===== src/verilog/asi_pkg.sv =====
// Notes on behaviour
// - Overrange detect enabled sets primary overrange flag.
// - Overrange condition sampled once every 125 us.
// - Overrange flag cleared by detect disable or gain change.
// - Aux result write or calibration end sets aux ready.
// - Aux ready clears after aux read then primary read.
// - Primary result write or calibration end sets ready.
// - Mask bits align with status bits; one enables.
// - Mask register resets to all zeros.
// - Mask enables at bits 6,4,3,1,0; rest reserved.
// - Mode register is 8-bit read-write, resets 0x03.
// - Status bit 6 follows accumulator threshold exceeded.
// - Continuous mode drops new result until ready cleared.
`default_nettype none
package asi_pkg;
   localparam logic [31:0] ADDR_STATUS = 32'hffff0500;
   localparam logic [31:0] ADDR_MASK = 32'hffff0504;
   localparam logic [31:0] ADDR_MODE = 32'hffff0508;
   localparam logic [31:0] ADDR_CLEAR = 32'hffff050c;
   localparam logic [31:0] ADDR_CONFIG = 32'hffff0510;
   localparam logic [31:0] ADDR_PCTRL = 32'hffff0514;
   localparam logic [31:0] ADDR_PDATA = 32'hffff0518;
   localparam logic [31:0] ADDR_ADATA = 32'hffff051c;

   localparam int BIT_PRDY = 0;
   localparam int BIT_ARDY = 1;
   localparam int BIT_OVR = 3;
   localparam int BIT_CTH = 4;
   localparam int BIT_ATH = 6;
   localparam logic [7:0] MASK_WRITABLE = 8'h5b;
   localparam logic [7:0] MASK_RST = 8'h00;
   localparam logic [7:0] MODE_RST = 8'h03;
   localparam logic [7:0] CFG_RST = 8'h00;
   localparam logic [7:0] PCTRL_RST = 8'h00;
   localparam int CFG_OVR_EN_BIT = 2;
   localparam int GAIN_LSB = 0;
   localparam int GAIN_W = 4;
   localparam int MODE_LSB = 0;
   localparam int MODE_W = 3;
   localparam logic [2:0] MODE_CONTINUOUS = 3'h1;

   localparam int OVR_TICK_NS = 125000;
   localparam int CLK_PERIOD_NS = 20;
   localparam int OVR_TICK_CYCLES = OVR_TICK_NS / CLK_PERIOD_NS;

   localparam logic [1:0] RESP_OKAY = 2'h0;
   localparam logic [1:0] RESP_SLVERR = 2'h2;

   // Word match of a byte address against a register offset.
   function automatic logic addr_hit(input logic [31:0] a, input logic [31:0] off);
      return a[31:2] == off[31:2];
   endfunction
endpackage
`default_nettype wire


===== src/verilog/asi_csr_if.sv =====
`default_nettype none
interface asi_csr_if;
   logic wr_en;
   logic [31:0] wr_addr;
   logic [31:0] wr_data;
   logic [3:0] wr_strb;
   logic wr_ok;
   logic rd_en;
   logic [31:0] rd_addr;
   logic [31:0] rd_data;
   logic rd_ok;
   modport bus (output wr_en, wr_addr, wr_data, wr_strb, rd_en, rd_addr, input wr_ok, rd_data, rd_ok);
   modport regs (input wr_en, wr_addr, wr_data, wr_strb, rd_en, rd_addr, output wr_ok, rd_data, rd_ok);
endinterface
`default_nettype wire


===== src/verilog/asi_axil_slave.sv =====
`default_nettype none
module asi_axil_slave (
   input wire logic i_clk,            // System clock.
   input wire logic i_sys_rst,        // Synchronous reset, active high.
   input wire logic [31:0] i_awaddr,  // Write address.
   input wire logic i_awvalid,        // Write address valid.
   output logic o_awready,            // Write address ready.
   input wire logic [31:0] i_wdata,   // Write data.
   input wire logic [3:0] i_wstrb,    // Write byte strobes.
   input wire logic i_wvalid,         // Write data valid.
   output logic o_wready,             // Write data ready.
   output logic [1:0] o_bresp,        // Write response.
   output logic o_bvalid,             // Write response valid.
   input wire logic i_bready,         // Write response ready.
   input wire logic [31:0] i_araddr,  // Read address.
   input wire logic i_arvalid,        // Read address valid.
   output logic o_arready,            // Read address ready.
   output logic [31:0] o_rdata,       // Read data.
   output logic [1:0] o_rresp,        // Read response.
   output logic o_rvalid,             // Read data valid.
   input wire logic i_rready,         // Read data ready.
   asi_csr_if.bus csr                 // Register access toward the block.
);
   logic aw_full_q;
   logic w_full_q;
   logic [31:0] awaddr_q;
   logic [31:0] wdata_q;
   logic [3:0] wstrb_q;
   logic bvalid_q;
   logic [1:0] bresp_q;
   logic rvalid_q;
   logic [31:0] rdata_q;
   logic [1:0] rresp_q;

   // Address and data are each taken once and held until the response is accepted.
   assign o_awready = !aw_full_q && !bvalid_q;
   assign o_wready = !w_full_q && !bvalid_q;
   assign o_arready = !rvalid_q;
   assign csr.wr_en = aw_full_q && w_full_q && !bvalid_q;
   assign csr.wr_addr = awaddr_q;
   assign csr.wr_data = wdata_q;
   assign csr.wr_strb = wstrb_q;
   assign csr.rd_en = i_arvalid && !rvalid_q;
   assign csr.rd_addr = i_araddr;
   assign o_bvalid = bvalid_q;
   assign o_bresp = bresp_q;
   assign o_rvalid = rvalid_q;
   assign o_rdata = rdata_q;
   assign o_rresp = rresp_q;

   // Write channel capture and response.
   always_ff @(posedge i_clk) begin
      if (i_sys_rst) begin
         aw_full_q <= 1'b0;
         w_full_q <= 1'b0;
         awaddr_q <= 32'h0;
         wdata_q <= 32'h0;
         wstrb_q <= 4'h0;
         bvalid_q <= 1'b0;
         bresp_q <= asi_pkg::RESP_OKAY;
      end else begin
         if (i_awvalid && o_awready) begin
            aw_full_q <= 1'b1;
            awaddr_q <= i_awaddr;
         end
         if (i_wvalid && o_wready) begin
            w_full_q <= 1'b1;
            wdata_q <= i_wdata;
            wstrb_q <= i_wstrb;
         end
         if (csr.wr_en) begin
            aw_full_q <= 1'b0;
            w_full_q <= 1'b0;
            bvalid_q <= 1'b1;
            bresp_q <= csr.wr_ok ? asi_pkg::RESP_OKAY : asi_pkg::RESP_SLVERR;
         end else if (bvalid_q && i_bready) begin
            bvalid_q <= 1'b0;
         end
      end
   end

   // Read channel: data are registered in the cycle the address is taken.
   always_ff @(posedge i_clk) begin
      if (i_sys_rst) begin
         rvalid_q <= 1'b0;
         rdata_q <= 32'h0;
         rresp_q <= asi_pkg::RESP_OKAY;
      end else if (csr.rd_en) begin
         rvalid_q <= 1'b1;
         rdata_q <= csr.rd_data;
         rresp_q <= csr.rd_ok ? asi_pkg::RESP_OKAY : asi_pkg::RESP_SLVERR;
      end else if (rvalid_q && i_rready) begin
         rvalid_q <= 1'b0;
      end
   end
endmodule
`default_nettype wire


===== src/verilog/asi_top.sv =====
`default_nettype none
module asi_top #(
   parameter int OVR_TICK_CYCLES = asi_pkg::OVR_TICK_CYCLES,
   parameter int RES_W = 32
) (
   input wire logic i_clk,                   // System clock, 50 MHz.
   input wire logic i_sys_rst,               // Synchronous reset, active high.
   input wire logic [31:0] i_awaddr,         // AXI write address.
   input wire logic i_awvalid,               // AXI write address valid.
   output logic o_awready,                   // AXI write address ready.
   input wire logic [31:0] i_wdata,          // AXI write data.
   input wire logic [3:0] i_wstrb,           // AXI write strobes.
   input wire logic i_wvalid,                // AXI write data valid.
   output logic o_wready,                    // AXI write data ready.
   output logic [1:0] o_bresp,               // AXI write response.
   output logic o_bvalid,                    // AXI write response valid.
   input wire logic i_bready,                // AXI write response ready.
   input wire logic [31:0] i_araddr,         // AXI read address.
   input wire logic i_arvalid,               // AXI read address valid.
   output logic o_arready,                   // AXI read address ready.
   output logic [31:0] o_rdata,              // AXI read data.
   output logic [1:0] o_rresp,               // AXI read response.
   output logic o_rvalid,                    // AXI read valid.
   input wire logic i_rready,                // AXI read ready.
   input wire logic i_primary_en,            // Primary converter enabled.
   input wire logic i_aux_en,                // Auxiliary converter enabled.
   input wire logic i_primary_wr,            // Primary result write strobe.
   input wire logic [RES_W-1:0] i_primary_res, // Primary result value.
   input wire logic i_aux_wr,                // Auxiliary result write strobe.
   input wire logic [RES_W-1:0] i_aux_res,   // Auxiliary result value.
   input wire logic i_cal_done,              // Calibration sequence finished, pulse.
   input wire logic i_overrange,             // Primary input grossly overrange, level.
   input wire logic i_compare_thresh,        // Comparator threshold exceeded, level.
   input wire logic i_accum_thresh,          // Accumulator threshold exceeded, level.
   output logic o_primary_hold,              // Primary result write refused now.
   output logic o_aux_hold,                  // Auxiliary result write refused now.
   output logic [7:0] o_mode,                // Mode register value.
   output logic o_overrange_en,              // Overrange detection enabled.
   output logic [3:0] o_primary_gain,        // Primary gain setting.
   output logic o_irq                        // Converter interrupt request, level.
);
   localparam int CW = (OVR_TICK_CYCLES > 1) ? $clog2(OVR_TICK_CYCLES) : 1;
   localparam logic [CW-1:0] TICK_LAST = CW'(OVR_TICK_CYCLES - 1);

   // Refuse divider lengths and result widths the logic cannot serve.
   if (OVR_TICK_CYCLES < 2) begin : g_bad_tick
      $error("OVR_TICK_CYCLES must be at least 2");
   end
   if (RES_W < 1 || RES_W > 32) begin : g_bad_width
      $error("RES_W must be between 1 and 32");
   end

   asi_csr_if csr ();

   asi_axil_slave u_slave (
      .i_clk(i_clk),
      .i_sys_rst(i_sys_rst),
      .i_awaddr(i_awaddr),
      .i_awvalid(i_awvalid),
      .o_awready(o_awready),
      .i_wdata(i_wdata),
      .i_wstrb(i_wstrb),
      .i_wvalid(i_wvalid),
      .o_wready(o_wready),
      .o_bresp(o_bresp),
      .o_bvalid(o_bvalid),
      .i_bready(i_bready),
      .i_araddr(i_araddr),
      .i_arvalid(i_arvalid),
      .o_arready(o_arready),
      .o_rdata(o_rdata),
      .o_rresp(o_rresp),
      .o_rvalid(o_rvalid),
      .i_rready(i_rready),
      .csr(csr)
   );

   logic [CW-1:0] tick_cnt_q;
   logic ovr_tick;
   logic [7:0] mask_q;
   logic [7:0] mode_q;
   logic [7:0] cfg_q;
   logic [7:0] pctrl_q;
   logic [RES_W-1:0] pdata_q;
   logic [RES_W-1:0] adata_q;
   logic prdy_q;
   logic ardy_q;
   logic aux_read_seen_q;
   logic ovr_q;
   logic irq_q;
   logic [15:0] status;
   logic lane0_wr;
   logic wr_mask;
   logic wr_mode;
   logic wr_clear;
   logic wr_cfg;
   logic wr_pctrl;
   logic rd_pdata;
   logic rd_adata;
   logic continuous;
   logic primary_take;
   logic aux_take;
   logic gain_change;
   logic ovr_disable;

   // Write and read decode of the register window.
   assign lane0_wr = csr.wr_en && csr.wr_strb[0];
   assign wr_mask = lane0_wr && asi_pkg::addr_hit(csr.wr_addr, asi_pkg::ADDR_MASK);
   assign wr_mode = lane0_wr && asi_pkg::addr_hit(csr.wr_addr, asi_pkg::ADDR_MODE);
   assign wr_clear = lane0_wr && asi_pkg::addr_hit(csr.wr_addr, asi_pkg::ADDR_CLEAR);
   assign wr_cfg = lane0_wr && asi_pkg::addr_hit(csr.wr_addr, asi_pkg::ADDR_CONFIG);
   assign wr_pctrl = lane0_wr && asi_pkg::addr_hit(csr.wr_addr, asi_pkg::ADDR_PCTRL);
   assign rd_pdata = csr.rd_en && asi_pkg::addr_hit(csr.rd_addr, asi_pkg::ADDR_PDATA);
   assign rd_adata = csr.rd_en && asi_pkg::addr_hit(csr.rd_addr, asi_pkg::ADDR_ADATA);

   // Overrange flag clear causes: detection switched off, or gain rewritten to a new value.
   assign gain_change = wr_pctrl &&
      (csr.wr_data[asi_pkg::GAIN_LSB +: asi_pkg::GAIN_W] != pctrl_q[asi_pkg::GAIN_LSB +: asi_pkg::GAIN_W]);
   assign ovr_disable = wr_cfg && !csr.wr_data[asi_pkg::CFG_OVR_EN_BIT];

   // A pending unread result blocks the next one in continuous mode.
   assign continuous = mode_q[asi_pkg::MODE_LSB +: asi_pkg::MODE_W] == asi_pkg::MODE_CONTINUOUS;
   assign o_primary_hold = continuous && prdy_q;
   assign o_aux_hold = continuous && ardy_q;
   assign primary_take = i_primary_wr && !o_primary_hold;
   assign aux_take = i_aux_wr && !o_aux_hold;

   // The 125 us re-evaluation tick from a free-running divider.
   assign ovr_tick = tick_cnt_q == TICK_LAST;
   always_ff @(posedge i_clk) begin
      if (i_sys_rst) begin
         tick_cnt_q <= '0;
      end else if (ovr_tick) begin
         tick_cnt_q <= '0;
      end else begin
         tick_cnt_q <= tick_cnt_q + CW'(1);
      end
   end

   // Interrupt mask register with reserved bits held at zero.
   always_ff @(posedge i_clk) begin
      if (i_sys_rst) begin
         mask_q <= asi_pkg::MASK_RST;
      end else if (wr_mask) begin
         mask_q <= csr.wr_data[7:0] & asi_pkg::MASK_WRITABLE;
      end
   end

   // Mode register, eight bits, fully writable.
   always_ff @(posedge i_clk) begin
      if (i_sys_rst) begin
         mode_q <= asi_pkg::MODE_RST;
      end else if (wr_mode) begin
         mode_q <= csr.wr_data[7:0];
      end
   end

   // Configuration and primary control registers.
   always_ff @(posedge i_clk) begin
      if (i_sys_rst) begin
         cfg_q <= asi_pkg::CFG_RST;
         pctrl_q <= asi_pkg::PCTRL_RST;
      end else begin
         if (wr_cfg) begin
            cfg_q <= csr.wr_data[7:0];
         end
         if (wr_pctrl) begin
            pctrl_q <= csr.wr_data[7:0];
         end
      end
   end

   // Result data registers load only on an accepted write.
   always_ff @(posedge i_clk) begin
      if (i_sys_rst) begin
         pdata_q <= '0;
         adata_q <= '0;
      end else begin
         if (primary_take) begin
            pdata_q <= i_primary_res;
         end
         if (aux_take) begin
            adata_q <= i_aux_res;
         end
      end
   end

   // Primary ready: set by an enabled result or calibration end, cleared by reading it; set wins.
   always_ff @(posedge i_clk) begin
      if (i_sys_rst) begin
         prdy_q <= 1'b0;
      end else if ((primary_take && i_primary_en) || i_cal_done) begin
         prdy_q <= 1'b1;
      end else if (rd_pdata || (wr_clear && csr.wr_data[asi_pkg::BIT_PRDY])) begin
         prdy_q <= 1'b0;
      end
   end

   // Remembers that the auxiliary result was read since the last primary read.
   always_ff @(posedge i_clk) begin
      if (i_sys_rst) begin
         aux_read_seen_q <= 1'b0;
      end else if (rd_adata) begin
         aux_read_seen_q <= 1'b1;
      end else if (rd_pdata) begin
         aux_read_seen_q <= 1'b0;
      end
   end

   // Auxiliary ready: cleared by the aux-then-primary read pair or a clear write of its bit; set wins.
   always_ff @(posedge i_clk) begin
      if (i_sys_rst) begin
         ardy_q <= 1'b0;
      end else if ((aux_take && i_aux_en) || i_cal_done) begin
         ardy_q <= 1'b1;
      end else if ((rd_pdata && aux_read_seen_q) || (wr_clear && csr.wr_data[asi_pkg::BIT_ARDY])) begin
         ardy_q <= 1'b0;
      end
   end

   // Overrange flag: sampled on the tick while enabled, sticky until disable or gain change.
   always_ff @(posedge i_clk) begin
      if (i_sys_rst) begin
         ovr_q <= 1'b0;
      end else if (ovr_tick && cfg_q[asi_pkg::CFG_OVR_EN_BIT] && i_overrange) begin
         ovr_q <= 1'b1;
      end else if (ovr_disable || gain_change) begin
         ovr_q <= 1'b0;
      end
   end

   // Status word; threshold bits follow their live conditions, reserved bits read zero.
   always_comb begin
      status = 16'h0;
      status[asi_pkg::BIT_PRDY] = prdy_q;
      status[asi_pkg::BIT_ARDY] = ardy_q;
      status[asi_pkg::BIT_OVR] = ovr_q;
      status[asi_pkg::BIT_CTH] = i_compare_thresh;
      status[asi_pkg::BIT_ATH] = i_accum_thresh;
   end

   // Interrupt request from the masked low status byte.
   always_ff @(posedge i_clk) begin
      if (i_sys_rst) begin
         irq_q <= 1'b0;
      end else begin
         irq_q <= |(status[7:0] & mask_q);
      end
   end

   // Read multiplexer; unmapped addresses answer zero with an error.
   always_comb begin
      csr.rd_data = 32'h0;
      csr.rd_ok = 1'b1;
      if (asi_pkg::addr_hit(csr.rd_addr, asi_pkg::ADDR_STATUS)) begin
         csr.rd_data[15:0] = status;
      end else if (asi_pkg::addr_hit(csr.rd_addr, asi_pkg::ADDR_MASK)) begin
         csr.rd_data[7:0] = mask_q;
      end else if (asi_pkg::addr_hit(csr.rd_addr, asi_pkg::ADDR_MODE)) begin
         csr.rd_data[7:0] = mode_q;
      end else if (asi_pkg::addr_hit(csr.rd_addr, asi_pkg::ADDR_CLEAR)) begin
         csr.rd_data = 32'h0;
      end else if (asi_pkg::addr_hit(csr.rd_addr, asi_pkg::ADDR_CONFIG)) begin
         csr.rd_data[7:0] = cfg_q;
      end else if (asi_pkg::addr_hit(csr.rd_addr, asi_pkg::ADDR_PCTRL)) begin
         csr.rd_data[7:0] = pctrl_q;
      end else if (asi_pkg::addr_hit(csr.rd_addr, asi_pkg::ADDR_PDATA)) begin
         csr.rd_data[RES_W-1:0] = pdata_q;
      end else if (asi_pkg::addr_hit(csr.rd_addr, asi_pkg::ADDR_ADATA)) begin
         csr.rd_data[RES_W-1:0] = adata_q;
      end else begin
         csr.rd_ok = 1'b0;
      end
   end

   // Write acceptance; the status register is read-only and writes to it are ignored.
   always_comb begin
      csr.wr_ok = asi_pkg::addr_hit(csr.wr_addr, asi_pkg::ADDR_STATUS) ||
                  asi_pkg::addr_hit(csr.wr_addr, asi_pkg::ADDR_MASK) ||
                  asi_pkg::addr_hit(csr.wr_addr, asi_pkg::ADDR_MODE) ||
                  asi_pkg::addr_hit(csr.wr_addr, asi_pkg::ADDR_CLEAR) ||
                  asi_pkg::addr_hit(csr.wr_addr, asi_pkg::ADDR_CONFIG) ||
                  asi_pkg::addr_hit(csr.wr_addr, asi_pkg::ADDR_PCTRL) ||
                  asi_pkg::addr_hit(csr.wr_addr, asi_pkg::ADDR_PDATA) ||
                  asi_pkg::addr_hit(csr.wr_addr, asi_pkg::ADDR_ADATA);
   end

   // Register values toward the converter core.
   assign o_mode = mode_q;
   assign o_overrange_en = cfg_q[asi_pkg::CFG_OVR_EN_BIT];
   assign o_primary_gain = pctrl_q[asi_pkg::GAIN_LSB +: asi_pkg::GAIN_W];
   assign o_irq = irq_q;
endmodule
`default_nettype wire


===== config.mk =====
export PLATFORM = sky130hd
export DESIGN_NAME = asi_top
export DESIGN_NICKNAME = d
export VERILOG_FILES = /design/src/verilog/asi_pkg.sv /design/src/verilog/asi_csr_if.sv /design/src/verilog/asi_axil_slave.sv /design/src/verilog/asi_top.sv
export SDC_FILE = /design/constraint.sdc
export NUM_CORES = 1
export LEC_CHECK = 0
export BUFFER_PORTS_ARGS = -buffer_cell sky130_fd_sc_hd__buf_2
export CAP_MARGIN = 20
export CELL_PAD_IN_SITES_DETAIL_PLACEMENT = 1
export CELL_PAD_IN_SITES_GLOBAL_PLACEMENT = 2
export CORE_MARGIN = 1
export CORE_UTILIZATION = 29
export CTS_BUF_LIST = sky130_fd_sc_hd__clkbuf_8 sky130_fd_sc_hd__clkbuf_16
export DETAILED_ROUTE_END_ITERATION = 10
export HOLD_SLACK_MARGIN = 0.02
export PLACE_DENSITY_LB_ADDON = 0.1
export SYNTH_ARGS = -nofsm -noshare
export SYNTH_HDL_FRONTEND = slang
export SYNTH_SLANG_ARGS = --single-unit
export TNS_END_PERCENT = 5

===== constraint.sdc =====
create_clock -name i_clk -period 2.7 [get_ports i_clk]
set_input_delay 0.135 -clock i_clk [delete_from_list [all_inputs] [get_ports i_clk]]
set_output_delay 0.135 -clock i_clk [all_outputs]
set_load 0.1 [all_outputs]

==> results.py <==
metrics = {
    "outcome": {
        "status": "completed",
    },
    "clock_network": {
        "clockBufferDepth": 2,
        "htreeDepth": 4,
        "ctsRootBufferMaster": "clkbuf_16",
        "clk_pin_slew_ps": 80,
        "cts_tree": "done",
        "cts_resized": 0,
        "cts_buffers": 17,
        "clk_latency_ps": 430,
        "cts.sinks": 188,
    },
    "synthesis": {
        "ys_warn_count": 0,
        "syn_inst": 927,
        "ys_seq_area_share_pct": 48.8,
        "synth-edff-count": 0,
        "synth_cell_types": 52,
        "synth_top_flop_cell": "dfxtp_1",
        "ys_ff_latch": 188,
        "synthArstFlopShare_pct": 0,
        "synth_area_um2": 7710,
        "post_synth.cell_area_avg_um2": 8.31,
    },
    "worst_setup_path": {
        "end_kind": "flop",
        "crit_path_start_kind": "flop",
        "path_max_fanout": 10,
        "worst-path-buf-inv": 0,
        "crit_start": "u_slave.csr.wr_addr[9]",
        "cp-endpoint": "o_mode[0]",
        "r2r_slack_ps": 310,
        "crit_cells": 4,
        "path_delay_family": "simple AND/OR/NAND/NOR gates",
        "path_cells": "or4bb_1, nor4_4, nand4_4, a211o_1",
        "max_stage_delay_ps": 630,
        "cp.arrival_ps": 2700,
        "r2r-start": "u_slave.csr.wr_addr[9]",
        "rr_worst_depth": 4,
        "cp.required_ps": 3020,
        "cp_slowest_cell": "nor4_4",
        "crit_type": "flop to flop",
        "worst_r2r_endpoint": "o_mode[0]",
    },
    "timing": {
        "hold_violations": 0,
        "rsz0062_at_grt": "false",
        "fmax_ghz": 0.419,
        "slew_viol_final": 0,
        "finalCritPeriodShare_pct": 88.4,
        "tightest_slew_ps": 964,
        "setup_viol": 0,
        "max_slew_margin_pct": 35.7,
        "clock_skew_ps": 10.2,
        "finalWorstSetupSlack_ps": 313,
        "setup_tns_ps": 0,
        "layout_min_cycle_time_ps": 2390,
    },
    "routing": {
        "vias_per_cell": 4.69,
        "drc_errors": 0,
        "dr.pass1.iters": 4,
        "via_count": 7306,
        "wl_per_cell_um": 16.2,
        "ant_nets": 0,
        "drt-initial-drc-count": 311,
        "wl_um": 25300,
    },
    "die": {
        "coreArea_um2": 26100,
        "die_x_um": 165,
        "die_height_um": 165,
        "initial_utilization_pct": 29.6,
        "dieArea_um2": 27200,
        "rows": 59,
        "io_pins": 236,
    },
    "placed_design": {
        "dp_slack_ps": 305,
        "place_congestion": 0.741,
        "portBuffers": 202,
        "dp_hpwl_um": 17500,
    },
    "power": {
        "power_frac_clock_pct": 41.0,
        "switching_share_pct": 27.4,
        "internal_power_w": 0.00450,
        "cellPowerDensity_nw_per_um2": 580,
        "vdd_drop_max_v": 0.000321,
        "seqPwrFrac_pct": 47.7,
        "p_sw_w": 0.00170,
        "p_leak_nw": 4.77,
        "comb_power_share_pct": 11.4,
    },
    "cells_and_area": {
        "drive_gt1_share_pct": 21.6,
        "final_cell_mix": "nand2_1 (247), buf_2 (201), dfxtp_1 (188)",
        "final_util_pct": 41.0,
        "final_common_cell": "nand2_1",
        "nets": 1389,
        "areaGrowthSynthToFinish_pct": 38.6,
    },
    "global_route": {
        "grt_pass1_vias": 7199,
        "grt_pass1_wl_um": 39000,
        "grt_antenna_before_repair": 5,
        "grt_overflow": 0,
        "grt_max_degree": 66,
        "grt_use_total_pct": 18.6,
    },
    "hold_path": {
        "min_path_type": "input port to flop",
        "min_from": "i_cal_done",
    },
    "run": {
        "max_cap_violations": 0,
    },
}
[synth_stat cells, types with 3 or more instances]
cell	number	area [µm²]
and2_1	4	25.0
a2bb2oi_1	3	26.3
inv_1	15	56.3
mux2_2	3	33.8
and3_1	3	18.8
nor3_1	14	70.1
nand3_1	15	75.1
a21oi_1	118	591
a221oi_1	5	43.8
xnor2_1	6	52.6
xor2_1	8	70.1
a211oi_1	3	22.5
buf_4	6	45.0
nand4_1	11	68.8
buf_1	10	37.5
a2111oi_0	4	35.0
nor2b_1	11	68.8
dfxtp_1	188	3760
nand2b_1	7	43.8
clkbuf_1	45	169
nand2_1	247	927
nand4_4	3	63.8
nor2_1	58	218
nor3b_1	4	30.0
mux2i_1	56	561
o21ai_0	36	180
nor4_1	4	25.0
a22oi_1	5	37.5
[flip-flops by register name (all words and copies together), names as in the netlist, 5 cells and up]
register,cells
adata_q,32
cfg_q,8
mask_q,5
o_mode,8
pctrl_q,8
pdata_q,32
tick_cnt_q,13
u_slave.csr.wr_addr,30
u_slave.csr.wr_data,8
u_slave.o_rdata,32
[area by class of cell]
class                           count  area, µm²
Multi-Input combinational cell    662       3650
Timing Repair Buffer              324       2200
Sequential cell                   188       3760
Inverter                           15       56.3
Fill cell                        3109      15400
Antenna cell                        3       7.51
Clock inverter                     15        161
Tap cell                          335        419
Clock buffer                       17        425
[worst reg2reg max path: stages (launching register included)]
cell and delay [ps]:
dfxtp_1 310, or4bb_1 570, nor4_4 630, nand4_4 380
a211o_1 380
[power groups by stage]
stage               sequential [W]  clock (W)  combinational [W]
global route               0.00297    0.00272           0.000784
CTS                        0.00295    0.00262           0.000719
floorplan                  0.00302          0           0.000349
finish                     0.00295    0.00254           0.000706
global placement           0.00302          0           0.000585
detailed placement         0.00302          0           0.000592
[logic make-up after synthesis]
| logic type | synth area share, % |
|---|---|
| xor+xnor | 1.59 |
| other cells | 0.0487 |
| compound gates | 13.2 |
| fa+ha+maj | 0.325 |
| mux | 8.30 |
| buf+inv | 4.12 |
| flops | 48.8 |
| simple gates | 23.6 |
[routing by layer]
metal	up-vias	global-route usage, %	part of all wire (%)
li1	3702	-	-
met1	3446	24.4	46
met2	143	31.3	48
met3	13	4.02	5.0
met4	2	3.42	0.73
met5	-	0	0.032
[stage by stage]
stage / hold slack (ps) / instances / instance area (µm²) / power, W
floorplan: 234 / 928 / 7710 / 0.00337
global placement: 321 / 1416 / 9000 / 0.00360
detailed placement: 333 / 1416 / 9000 / 0.00361
CTS: 53.1 / 1556 / 10700 / 0.00629
global route: 87.5 / 1558 / 10700 / 0.00648
finish: 67.4 / 1559 / 10700 / 0.00620
[worst min-delay path by stage]
| stage | end | cells past startpoint | slack, ps |
|---|---|---|---|
| 2_1_floorplan | u_slave.o_rvalid | 1 | 230 |
| 6_report | prdy_q | 3 | 70 |
| 4_1_cts | prdy_q | 3 | 50 |
| 3_5_place_dp | u_slave.o_rvalid | 2 | 330 |
| 5_1_grt | prdy_q | 3 | 90 |
| 3_3_place_gp | u_slave.o_rvalid | 2 | 320 |
[what timing repair did]
action                     in CTS  in global routing
setup endpoints to repair       0                  0
hold buffers                  108                  0
hold endpoints to repair      106                  0
buffers inserted                0                  0
No activity file was read; power rests on OpenSTA's default activity.
